===== src/sram_ctrl_consts.vh =====
// How it works
// RULE1: top four address bits select the board
// RULE2: strap sets polarity of topmost address bit
// RULE3: three bits decode eight blocks, strap picks one
// RULE4: commands answered only while board selected
// RULE5: two byte arrays of 2K each
// RULE6: low address bit and high enable pick array
// RULE7: even byte enables upper chip decoder
// RULE8: address bits 1 to 8 select byte
// RULE9: odd byte enables lower decoder through swap
// RULE10: master asserts high enable, even address, words
// RULE11: byte reads land on data lines 0 to 7
// RULE12: buffers drive on read, isolate when unselected
// RULE13: read direction follows command while selected
// RULE14: sixteen slot sequencer at 20 MHz
// RULE15: command sets start latch, ones shift in
// RULE16: write latches set at T1 and T4
// RULE17: write strobes end at T13
// RULE18: transfer acknowledge at T14
// RULE19: master drops command after acknowledge
// RULE20: command removal fires one-shot clearing all
// RULE21: power loss drives secondary chip enable inactive
// RULE22: inhibit isolates buffers and both acknowledges
// RULE23: strap enables advance acknowledge 500 ns early
// RULE24: one-shot is counter, clears sequencer fully
// RULE25: no new cycle until clear finished
`ifndef SRAM_CTRL_CONSTS_VH
`define SRAM_CTRL_CONSTS_VH
`define SEQ_SLOTS         16
`define SLOT_WL1_SET      1
`define SLOT_WL2_SET      4
`define SLOT_WL1_CLR      13
`define SLOT_XACK         14
`define AACK_LEAD_NS      500
`define SEQ_CLK_HZ        20000000
`define SYS_CLK_HZ        40000000
`define CLKS_PER_SLOT     (`SYS_CLK_HZ / `SEQ_CLK_HZ)
`define SEQ_PERIOD_NS     (1000000000 / `SEQ_CLK_HZ)
`define SLOT_AACK         (`SLOT_XACK - (`AACK_LEAD_NS / `SEQ_PERIOD_NS))
`define ONESHOT_CYCLES    4
`define ADDR_W            16
`define BYTE_ADDR_W       8
`define CHIP_SEL_LSB      9
`define BLOCK_LSB         12
`endif


===== src/bus_slave_static_ram_control.v =====
`timescale 1ns/1ps
`default_nettype none
`include "sram_ctrl_consts.vh"
module bus_slave_static_ram_control #(
    parameter ONESHOT_LEN = `ONESHOT_CYCLES
) (
    input  wire        clk_in,
    input  wire        sys_rst_in,
    input  wire [15:0] addr_in,
    input  wire        byte_high_en_in,
    input  wire        read_cmd_in,
    input  wire        write_cmd_in,
    input  wire        inhibit_in,
    input  wire        power_fail_in,
    input  wire        strap_upper_half_in,
    input  wire [2:0]  strap_block_in,
    input  wire        strap_aack_en_in,
    input  wire [15:0] bus_data_in,
    input  wire [7:0]  ram_upper_rd_in,
    input  wire [7:0]  ram_lower_rd_in,
    output reg  [15:0] bus_data_out,
    output reg         bus_data_oe_n_out,
    output reg         xack_out,
    output reg         aack_out,
    output reg         board_select_out,
    output reg         read_direction_n_out,
    output reg         byte_swap_enable_out,
    output reg  [7:0]  upper_chip_pair_selects_out,
    output reg  [7:0]  lower_chip_pair_selects_out,
    output reg  [7:0]  ram_byte_addr_out,
    output reg  [7:0]  ram_upper_wr_out,
    output reg  [7:0]  ram_lower_wr_out,
    output reg         write_strobe_a_n_out,
    output reg         write_strobe_b_n_out,
    output reg         secondary_chip_enable_out,
    output reg  [7:0]  ram_block_n_out,
    output reg  [3:0]  seq_slot_out
);
    localparam ST_IDLE  = 4'b0001;
    localparam ST_RUN   = 4'b0010;
    localparam ST_DONE  = 4'b0100;
    localparam ST_CLEAR = 4'b1000;
    function [7:0] one_hot8;
        input [2:0] sel;
        begin
            one_hot8 = 8'h01 << sel;
        end
    endfunction
    // ==========================================================
    // address decode
    // ==========================================================
    wire       top_ok   = (addr_in[15] == strap_upper_half_in);            // RULE2
    wire [7:0] block_n  = top_ok ? ~one_hot8(addr_in[14:12]) : 8'hFF;      // RULE3
    wire       selected = top_ok && (addr_in[14:12] == strap_block_in);    // RULE1 RULE3
    wire       odd_byte = addr_in[0] && !byte_high_en_in;                  // RULE6 RULE9
    wire       up_en    = !addr_in[0];                                     // RULE7 RULE10
    wire       lo_en    = addr_in[0] || byte_high_en_in;                   // RULE5 RULE10
    wire       cmd      = read_cmd_in || write_cmd_in;
    // ==========================================================
    // sequencer and latches
    // ==========================================================
    reg [3:0]  state_reg;
    reg [3:0]  state_next;
    reg [15:0] shift_reg;
    reg        tick_reg;
    reg        start_reg;
    reg        wl1_reg;
    reg        wl2_reg;
    reg        inh_reg;
    reg        is_write_reg;
    reg [7:0]  os_cnt_reg;
    // ones fill from bit 0, so the topmost one marks the current slot
    wire [15:0] slot = shift_reg & ~(shift_reg >> 1);
    // 20 MHz step from a 40 MHz clock
    always @(posedge clk_in or posedge sys_rst_in) begin
        if (sys_rst_in) begin
            tick_reg <= 1'b0;
        end else begin
            tick_reg <= ~tick_reg;                                         // RULE14
        end
    end
    always @* begin
        state_next = state_reg;
        case (state_reg)
            ST_IDLE:  if (selected && cmd && !power_fail_in) state_next = ST_RUN; // RULE4 RULE15
            ST_RUN:   if (!cmd) state_next = ST_DONE;                      // RULE20
            ST_DONE:  state_next = ST_CLEAR;
            ST_CLEAR: if (os_cnt_reg == 8'h00) state_next = ST_IDLE;       // RULE25
            default:  state_next = ST_IDLE;
        endcase
    end
    always @(posedge clk_in or posedge sys_rst_in) begin
        if (sys_rst_in) begin
            state_reg    <= ST_IDLE;
            shift_reg    <= 16'h0000;
            start_reg    <= 1'b0;
            wl1_reg      <= 1'b0;
            wl2_reg      <= 1'b0;
            inh_reg      <= 1'b0;
            is_write_reg <= 1'b0;
            os_cnt_reg   <= 8'h00;
        end else begin
            state_reg <= state_next;
            if (state_reg == ST_IDLE && state_next == ST_RUN) begin
                start_reg    <= 1'b1;                                      // RULE15
                is_write_reg <= write_cmd_in;
                inh_reg      <= inhibit_in;                                // RULE22
            end
            if (state_reg == ST_RUN && inhibit_in) begin
                inh_reg <= 1'b1;
            end
            if (start_reg && tick_reg) begin
                shift_reg <= {shift_reg[14:0], 1'b1};                      // RULE14 RULE15
            end
            if (is_write_reg && start_reg && tick_reg) begin
                if (shift_reg[`SLOT_WL1_SET - 1]) wl1_reg <= 1'b1;         // RULE16
                if (shift_reg[`SLOT_WL2_SET - 1]) wl2_reg <= 1'b1;         // RULE16
                if (shift_reg[`SLOT_WL1_CLR - 1]) wl1_reg <= 1'b0;         // RULE17
            end
            if (state_reg == ST_DONE) begin
                os_cnt_reg <= ONESHOT_LEN[7:0];                            // RULE24
            end else if (state_reg == ST_CLEAR) begin
                shift_reg  <= 16'h0000;                                    // RULE20 RULE24
                start_reg  <= 1'b0;
                wl1_reg    <= 1'b0;
                wl2_reg    <= 1'b0;
                inh_reg    <= 1'b0;
                if (os_cnt_reg != 8'h00) os_cnt_reg <= os_cnt_reg - 8'h01;
            end
            if (power_fail_in) begin
                wl1_reg <= 1'b0;                                           // RULE21
                wl2_reg <= 1'b0;
            end
        end
    end
    // ==========================================================
    // registered outputs
    // ==========================================================
    // inhibit latched at start keeps the buffers and both acknowledges off for the whole cycle
    wire blocked = inh_reg || inhibit_in;                                  // RULE22
    wire active  = selected && (start_reg || cmd);
    always @(posedge clk_in or posedge sys_rst_in) begin
        if (sys_rst_in) begin
            bus_data_out                <= 16'h0000;
            bus_data_oe_n_out           <= 1'b1;
            xack_out                    <= 1'b0;
            aack_out                    <= 1'b0;
            board_select_out            <= 1'b0;
            read_direction_n_out        <= 1'b1;
            byte_swap_enable_out        <= 1'b0;
            upper_chip_pair_selects_out <= 8'h00;
            lower_chip_pair_selects_out <= 8'h00;
            ram_byte_addr_out           <= 8'h00;
            ram_upper_wr_out            <= 8'h00;
            ram_lower_wr_out            <= 8'h00;
            write_strobe_a_n_out        <= 1'b1;
            write_strobe_b_n_out        <= 1'b1;
            secondary_chip_enable_out   <= 1'b0;
            ram_block_n_out             <= 8'hFF;
            seq_slot_out                <= 4'h0;
        end else begin
            board_select_out     <= selected;
            ram_block_n_out      <= block_n;                               // RULE3
            read_direction_n_out <= !(selected && read_cmd_in);            // RULE13
            byte_swap_enable_out <= selected && odd_byte;                  // RULE6 RULE9
            upper_chip_pair_selects_out <= (selected && up_en) ?
                one_hot8(addr_in[11:9]) : 8'h00;                           // RULE7
            lower_chip_pair_selects_out <= (selected && lo_en) ?
                one_hot8(addr_in[11:9]) : 8'h00;                           // RULE9
            ram_byte_addr_out    <= addr_in[8:1];                          // RULE8
            ram_upper_wr_out     <= bus_data_in[7:0];
            ram_lower_wr_out     <= odd_byte ? bus_data_in[7:0] : bus_data_in[15:8]; // RULE9
            if (odd_byte) begin
                bus_data_out <= {8'h00, ram_lower_rd_in};                  // RULE11
            end else begin
                bus_data_out <= {ram_lower_rd_in, ram_upper_rd_in};        // RULE11
            end
            bus_data_oe_n_out    <= !(active && read_cmd_in && !blocked);  // RULE12 RULE22
            write_strobe_a_n_out <= !(wl1_reg && wl2_reg);                 // RULE16 RULE17
            write_strobe_b_n_out <= !(wl1_reg && wl2_reg);
            xack_out  <= start_reg && shift_reg[`SLOT_XACK - 1] && !blocked;      // RULE18
            aack_out  <= strap_aack_en_in && start_reg &&
                         shift_reg[`SLOT_AACK - 1] && !blocked;            // RULE23
            secondary_chip_enable_out <= !power_fail_in;                   // RULE21
            seq_slot_out <= shift_reg[15] ? 4'hF :
                            (shift_reg == 16'h0000) ? 4'h0 : slot_index(slot);
        end
    end
    function [3:0] slot_index;
        input [15:0] oh;
        integer i;
        begin
            slot_index = 4'h0;
            for (i = 0; i < 16; i = i + 1) begin
                if (oh[i]) slot_index = i[3:0] + 4'h1;
            end
        end
    endfunction
endmodule // bus_slave_static_ram_control
`default_nettype wire


===== config.mk =====
export PLATFORM = sky130hd
export DESIGN_NAME = bus_slave_static_ram_control
export DESIGN_NICKNAME = d
export VERILOG_FILES = /design/src/bus_slave_static_ram_control.v
export VERILOG_INCLUDE_DIRS = /design/src
export SDC_FILE = /design/constraint.sdc
export NUM_CORES = 1
export LEC_CHECK = 0
export ABC_AREA = 1
export BUFFER_PORTS_ARGS = -buffer_cell sky130_fd_sc_hd__buf_2
export CORE_AREA = 2 2 107 109
export DETAILED_ROUTE_END_ITERATION = 12
export DIE_AREA = 0 0 109 111
export PLACE_DENSITY = 0.67
export SLEW_MARGIN = 20
export SYNTH_ARGS = -nofsm -noshare
export SYNTH_HDL_FRONTEND = slang
export SYNTH_SLANG_ARGS = --single-unit

===== constraint.sdc =====
create_clock -name clk_in -period 11.4 [get_ports clk_in]
set_clock_uncertainty 0.05 [all_clocks]
set_input_delay 2.28 -clock clk_in [delete_from_list [all_inputs] [get_ports clk_in]]
set_output_delay 2.28 -clock clk_in [all_outputs]
set_load 0.01 [all_outputs]

# Word-level counts from Yosys, hierarchy flattened
# Index checks and enable logic that the tools add are counted.
# Widths: inputs -> output; s select.
# op_classes
addsub	1
eq_ne	7
shift	2
n_mux	51
n_bitwise	4
n_reduce_logical	39
# ops
op	count
$mux 4	20
$mux 16	4
$mux 8	7
$logic_and 1x1->1	22
$mux 1	19
$and 16x16->16	1
$logic_not 16->1	1
$not 15->16	1
$pmux 4 s4	1
$shl 1x3->8 const A	2
$eq 4x2->1 const B	2
$logic_not 8->1	1
$not 8->8	1
$reduce_bool 8->1	1
$sub 8x1->8 const B	1
$logic_not 1->1	7
$eq 4x1->1 const B	1
$eq 4x3->1 const B	1
$eq 4x4->1 const B	1
$logic_or 1x1->1	4
$reduce_bool 2->1	2
$eq 3x3->1	1
$reduce_and 2->1	1
$eq 1x1->1	1
$not 1->1	1
# word_totals
reg_bits	110
inputBits	60
output_inout_bits	77
word_cells	129

# Logic depth before layout (Yosys ltp)
# Gate-level depths: netlist (run 1).
# logic_depth
word_depth	20
mapped_depth	10
mapped_depth_nobuf	9

# Least setup slack after synthesis (run 1)
# No wires, ideal clock.
# synth_path
path_kind	input port to flip-flop
startpoint	input addr_in[0]
endpoint	register bus_data_out[0]
setup_time_ps	132
arrival_time_ps	2906
required_time_ps	11218
setup_slack_ps	8312
cell_stages	5
n_path_buf	1
cell_sequence	inv_1 > nor2_4 > inv_1 > clkbuf_1 > o21ai_0
# synth_via
elab_chain_cells	2
# synth_lines
item	line_no	text
start, declared	bus_slave_static_ram_control.v:9	input wire [15:0] addr_in,
$logic_and 1x1->1	bus_slave_static_ram_control.v:55	wire odd_byte = addr_in[0] && !byte_high_en_in;
$mux 16	bus_slave_static_ram_control.v:173	if (odd_byte) begin
end signal, assigned	bus_slave_static_ram_control.v:174	bus_data_out <= {8'h00, ram_lower_rd_in};
end signal, assigned	bus_slave_static_ram_control.v:176	bus_data_out <= {ram_lower_rd_in, ram_upper_rd_in};
end, declared	bus_slave_static_ram_control.v:21	output reg [15:0] bus_data_out,
# Every way passes these cells.
# A chain may end at the register's enable or synchronous reset.

# Worst setup path in the final report (run 1)
# layout_path
startpoint	register ram_block_n_out[5]
endpoint	output ram_block_n_out[5]
# layout_lines
item	line_no	text
start, declared	bus_slave_static_ram_control.v:36	output reg [7:0] ram_block_n_out,
start signal, assigned	bus_slave_static_ram_control.v:163	ram_block_n_out <= block_n;
# No word-level cell between the ends.

==> reports/metrics.cfg, run 1 <==
[sta]
finalSetupTns_ps=0
relSlewSlack_pct=38.94
fin_crit_sh_pct=29.08
rsz0062_at_grt=no
worst_pin_slew_ps=915.9
timing.final.ws_setup_ps=8085
finalSetupViolCount=0
min_period_ps=3315
fmax_mhz=301.7
slew_viol_final=0
hold_viol=0

[global_routing]
grt_pass1_wl_mm=15.09
antenna_found_initial=1
grt_util_all_layers_pct=15.95
first_global_vias=3261
grt_max_degree=76
grt-ovfl-total=0

[layout]
area_growth_pct=26.04
drive_above_1_share_pct=31.57
layout.nets=643
finish.instance_area_um2=5396
fill_cells=1020
fin_util_pct=48.72

[route]
post_drt_wl_per_cell_um=12.85
drt-initial-drc-count=113
first_pass_iters=4
num_vias=3353
via_per_inst=4.593
routed_wl_mm=9.378
postRouteAntennaNets=0
drc=0

[logic_synthesis]
seq_area_frac_synth_pct=64.64
ys_seq_elements=110
ys_warn_count=0
synthCells=443
synth.distinct_cells=36
synth_area_um2=4282
synth_ff_type=dfrtp_1
synthArstFlopShare_pct=100.0
netlist_top_cells_area=dfrtp_1 (57%), nand2_1 (8.5%), dfstp_2 (7.4%), inv_1 (5.6%), nor2_1 (4.1%)
yosysTopAreaCell=dfrtp_1
synth_edf_count=0
synth_top_area_share_pct=57.28
syn_avg_cell_area_um2=9.665
synthesis.nets=505

[status]
status=complete, no violations

[worst_setup_path]
timing.critical_path.required_ps=9070
critical_path_class=reg2out
path_delay_family=flip-flops
crit_buf_inv=1
cp_max_fo=1
slowest_stage=dfstp_2
cp_cell_sequence=buf_2
arrival_ps=980
crit_path_end_kind=primary output
cp-start-kind=flip-flop
slowest_delay_ps=530

[cts]
cts_tree=done
cts_hold_buf=0
clock_path_buffers=2
clk_latency_ps=340
cts.clk_slew.worst_paths_ps=70
cts_setup_buffers=0
ctsResizeCount=0
cts_sinks=110
ctsHtreeMaxLevel=3
root_buffer=clkbuf_16
cts_buffers=9

[floorplan]
core_area_um2=11080
die_h_um=111
ios=137
die_w_um=109
initial_core_util_pct=38.65
rows=39
die_area_um2=12100

[placed_design]
gp_congestion=0.8603
pre_cts_slack_ps=7688
dpl-instance-area_um2=5099
place.port_buffers=136
place_hpwl_mm=6.882

[hold_path]
min_path_type=reg2reg

[power_and_ir_drop]
power_mw=0.8311
p_per_area_nw_per_um2=154.0
vdd_ir_drop_max_mv=0.07735
p_leak_nw=2.890

[run]
cap_violations=0

==> power breakdown <==
part,internal [mW],leakage (nW),switching [mW]
logic,0.0407,1.46,0.0650
clock network,0.158,0.146,0.144
registers,0.414,1.29,0.00938
==> cells by family after synthesis <==
group | synth area share, %
AOI/OAI and AO/OA | 7.569
xor gates and xnor gates | 0.2046
adders and majority gates | 0.5844
buffers and inverters | 7.568
DFF | 64.64
and+or+nand+nor | 19.43
==> synth_stat cells (all sizes together), types with 2 or more instances <==
| master | count |
|---|---|
| a21oi | 20 |
| buf | 6 |
| clkbuf | 4 |
| dfrtp | 98 |
| dfstp | 12 |
| ha | 2 |
| inv | 68 |
| nand2 | 102 |
| nand3 | 25 |
| nand4 | 6 |
| nor2 | 50 |
| nor3 | 6 |
| o21ai | 32 |
==> cells in the final DEF (no fill, tap or decap), drive strengths merged <==
cell type	synthesis	final
clkinv	1	5
a21oi	20	20
inv	68	70
buf	6	137
a211oi	1	1
o211ai	1	1
o21ai	32	32
nand3b	1	1
dfrtp	98	98
o22ai	1	1
nand3	25	25
nor3	6	6
ha	2	2
nor4	1	1
o221ai	1	1
o21bai	1	1
nand4	6	6
nor2	50	50
diode	0	1
clkbuf	4	10
nor3b	1	1
nand2	102	102
xor2	1	1
dfstp	12	12
a21boi	1	1
a21o	1	1
==> layout make-up <==
type | count | area (µm²) | share of cell area, %
Antenna cell | 1 | 2.502 | 0.04637
Clock buffer | 10 | 239.0 | 4.428
Clock inverter | 6 | 56.30 | 1.043
Inverter | 69 | 274.0 | 5.078
Multi-Input combinational cell | 254 | 1190 | 22.05
Sequential cell | 110 | 2768 | 51.29
Tap cell | 143 | 178.9 | 3.316
Timing Repair Buffer | 137 | 688.2 | 12.75
==> per-layer routing <==
layer  global-route usage [%]  vias up  part of all wire [%]
li1                         -     1659                     -
met1                    19.77     1591                    42
met2                    25.80       92                    50
met3                    4.938       11                   6.8
met4                    6.325        0                   1.7
met5                        0        -                     0
==> final timing paths <==
check | slack, ps | start | cells after the start | to
setup / recovery | 8090 | ram_block_n_out[5] | 1 | ram_block_n_out[5]
setup reg to reg | 9270 | state_reg[1] | 8 | os_cnt_reg[2]
min in group asynchronous | 1890 | sys_rst_in | 2 | ram_byte_addr_out[3]
max in group asynchronous | 8130 | sys_rst_in | 3 | ram_byte_addr_out[4]
hold / removal | 350 | wl2_reg | 1 | write_strobe_b_n_out
hold reg to reg | 350 | wl2_reg | 1 | write_strobe_b_n_out
==> through the flow <==
stage,hold slack (ps),std cells
5_1_grt,366.2,729
6_report,354.0,730
2_1_floorplan,322.0,443
4_1_cts,352.3,729
3_5_place_dp,340.5,713
3_3_place_gp,342.4,713
(Power assumes the default switching activity.)
==> run 2, diff against run 1 <==
Settings changed: PLACE_DENSITY 0.67 to 0.7.
Clock period 11.4 ns to 3 ns, I/O delays scaled along.
==> run 2 against run 1 <==
  * First-iteration DRC count shrank 4.4%
  * Critical path depth grew 8
  * Utilization is essentially flat
  * Routed wire length shrank 3.0%
  * Count of clock-buffer cells in the layout grew 1
  * Sequential power grew to 3.8 times the previous value
  * Combinational power grew to 3.8 times the previous value
  * Global-route usage shrank 0.21 points
  * Via count shrank 0.72%
  * Non-clock buffer count grew 4
  * Clock power grew to 3.6 times the previous value
  * Critical path type is now reg2reg
==> reports/metrics.cfg, run 2 (synthesis gave the netlist of run 1 again) <==
[status]
status=complete, no violations

[layout]
insertedDiodeCount=0
area_growth_pct=26.07
layout.nets=647
most-common-layout-cells=buf_2 (136), dfrtp_1 (98), nand2_1 (97)
drive_above_1_share_pct=31.69
finish.instance_area_um2=5398
final_common_cell=buf_2
fill_cells=1030

[sta]
timing.final.ws_setup_ps=1302
fin_crit_sh_pct=56.58
slew_viol_final=0
worst_pin_slew_ps=662.6
hold_ws_ps=92.74
rsz0062_at_grt=no
finalSetupViolCount=0
min_period_ps=1698
relSlewSlack_pct=55.78
hold_viol=0
finalSetupTns_ps=0
fmax_mhz=589.1

[power_and_ir_drop]
p_per_area_nw_per_um2=573.8
p_leak_nw=2.890
power_mw=3.097
vdd_ir_drop_max_mv=0.3335

[global_routing]
grt_util_all_layers_pct=15.74
grt_pass1_wl_mm=15.09
grt-ovfl-total=0
first_global_vias=3338
grt_max_degree=46
antenna_found_initial=0

[cts]
clk_latency_ps=340
cts_tree=done
cts_setup_buffers=0
ctsResizeCount=0
cts.clk_slew.worst_paths_ps=70
clock_path_buffers=2
cts_sinks=110
root_buffer=clkbuf_16
ctsHtreeMaxLevel=3
cts_hold_buf=0
cts_buffers=9

[worst_setup_path]
timing.critical_path.required_ps=3170
crit_buf_inv=2
crit_path_end=os_cnt_reg[2]
reg2reg_from=state_reg[0]
slowest_stage=dfstp_2
worstSetupPathDepth=9
timing.rr.end=os_cnt_reg[2]
critical_path_class=reg2reg
cp_max_fo=12
path_delay_family=simple AND/OR/NAND/NOR gates
critPathLaunch=state_reg[0]
slowest_delay_ps=380
rr_worst_depth=9
arrival_ps=1870
cp_cell_sequence=inv_1 > nand2_1 > nor3_2 > buf_4 > nand2_2 > nand2_2 > nand2_1 > a21boi_0 > o21ai_0
regToRegSetupSlack_ps=1300
crit_path_end_kind=flip-flop
cp-start-kind=flip-flop

[route]
num_vias=3329
first_pass_iters=4
drt-initial-drc-count=108
postRouteAntennaNets=0
drc=0
via_per_inst=4.542
routed_wl_mm=9.099
post_drt_wl_per_cell_um=12.41

[placed_design]
gp_congestion=0.8189
place_hpwl_mm=6.690
pre_cts_slack_ps=1051
dpl-instance-area_um2=5130
place.port_buffers=136

[run]
cap_violations=0

[floorplan]
ios=137
rows=39
die_area_um2=12100
initial_core_util_pct=38.65
core_area_um2=11080
die_w_um=109
die_h_um=111

[hold_path]
min_path_type=in2async

run 2: cell count changes in the layout (fill, tap and decap cells not counted), sizes merged:
| cell | before | now |
|---|---|---|
| buf | 137 | 141 |
| clkbuf | 10 | 11 |
| clkinv | 5 | 4 |
| clkinvlp | 0 | 2 |
| diode | 1 | 0 |
| inv | 70 | 68 |
run 2: worst register-to-register path, stage by stage (launching register included):
cell	delay [ps]
dfstp_2	380
inv_1	90
nand2_1	70
nor3_2	100
buf_4	210
nand2_2	80
nand2_2	240
nand2_1	110
a21boi_0	150
o21ai_0	100
run 2: cell type report:
| cell class | instances | area (µm²) | share of cell area (%) |
|---|---|---|---|
| Clock buffer | 11 | 232.7 | 4.312 |
| Multi-Input combinational cell | 254 | 1190 | 22.04 |
| Timing Repair Buffer | 141 | 718.2 | 13.31 |
| Clock inverter | 5 | 35.03 | 0.6490 |
| Inverter | 69 | 275.3 | 5.100 |
| Tap cell | 143 | 178.9 | 3.315 |
| Sequential cell | 110 | 2768 | 51.27 |
run 2: worst min path at each step:
stage / from / endpoint / slack (ps)
after floorplan: wl2_reg / write_strobe_b_n_out / 320
after global placement: wl2_reg / write_strobe_b_n_out / 340
after detailed placement: wl2_reg / write_strobe_b_n_out / 340
after CTS: sys_rst_in / ram_byte_addr_out[7] / 90
after global routing: sys_rst_in / ram_byte_addr_out[4] / 100
final: sys_rst_in / ram_byte_addr_out[4] / 90
run 2: report_power, final:
group / switching [mW] / internal [mW] / total [mW]
logic: 0.248 / 0.157 / 0.405
clock network: 0.520 / 0.565 / 1.09
registers: 0.0329 / 1.57 / 1.61
total: 0.800 / 2.30 / 3.10
run 2: stage by stage:
stage	std cells	util, %
after global placement	717	46.31
after global routing	733	48.73
after CTS	733	48.73
after detailed placement	717	46.31
after floorplan	443	-
final	733	48.73
run 2: layer usage:
metal | up-vias | global-route usage, % | wire length (µm)
met3 | 18 | 5.291 | 645
met1 | 1539 | 18.99 | 3824
met4 | 0 | 6.752 | 221
li1 | 1661 | - | -
met2 | 111 | 25.47 | 4407
met5 | - | 0 | 0
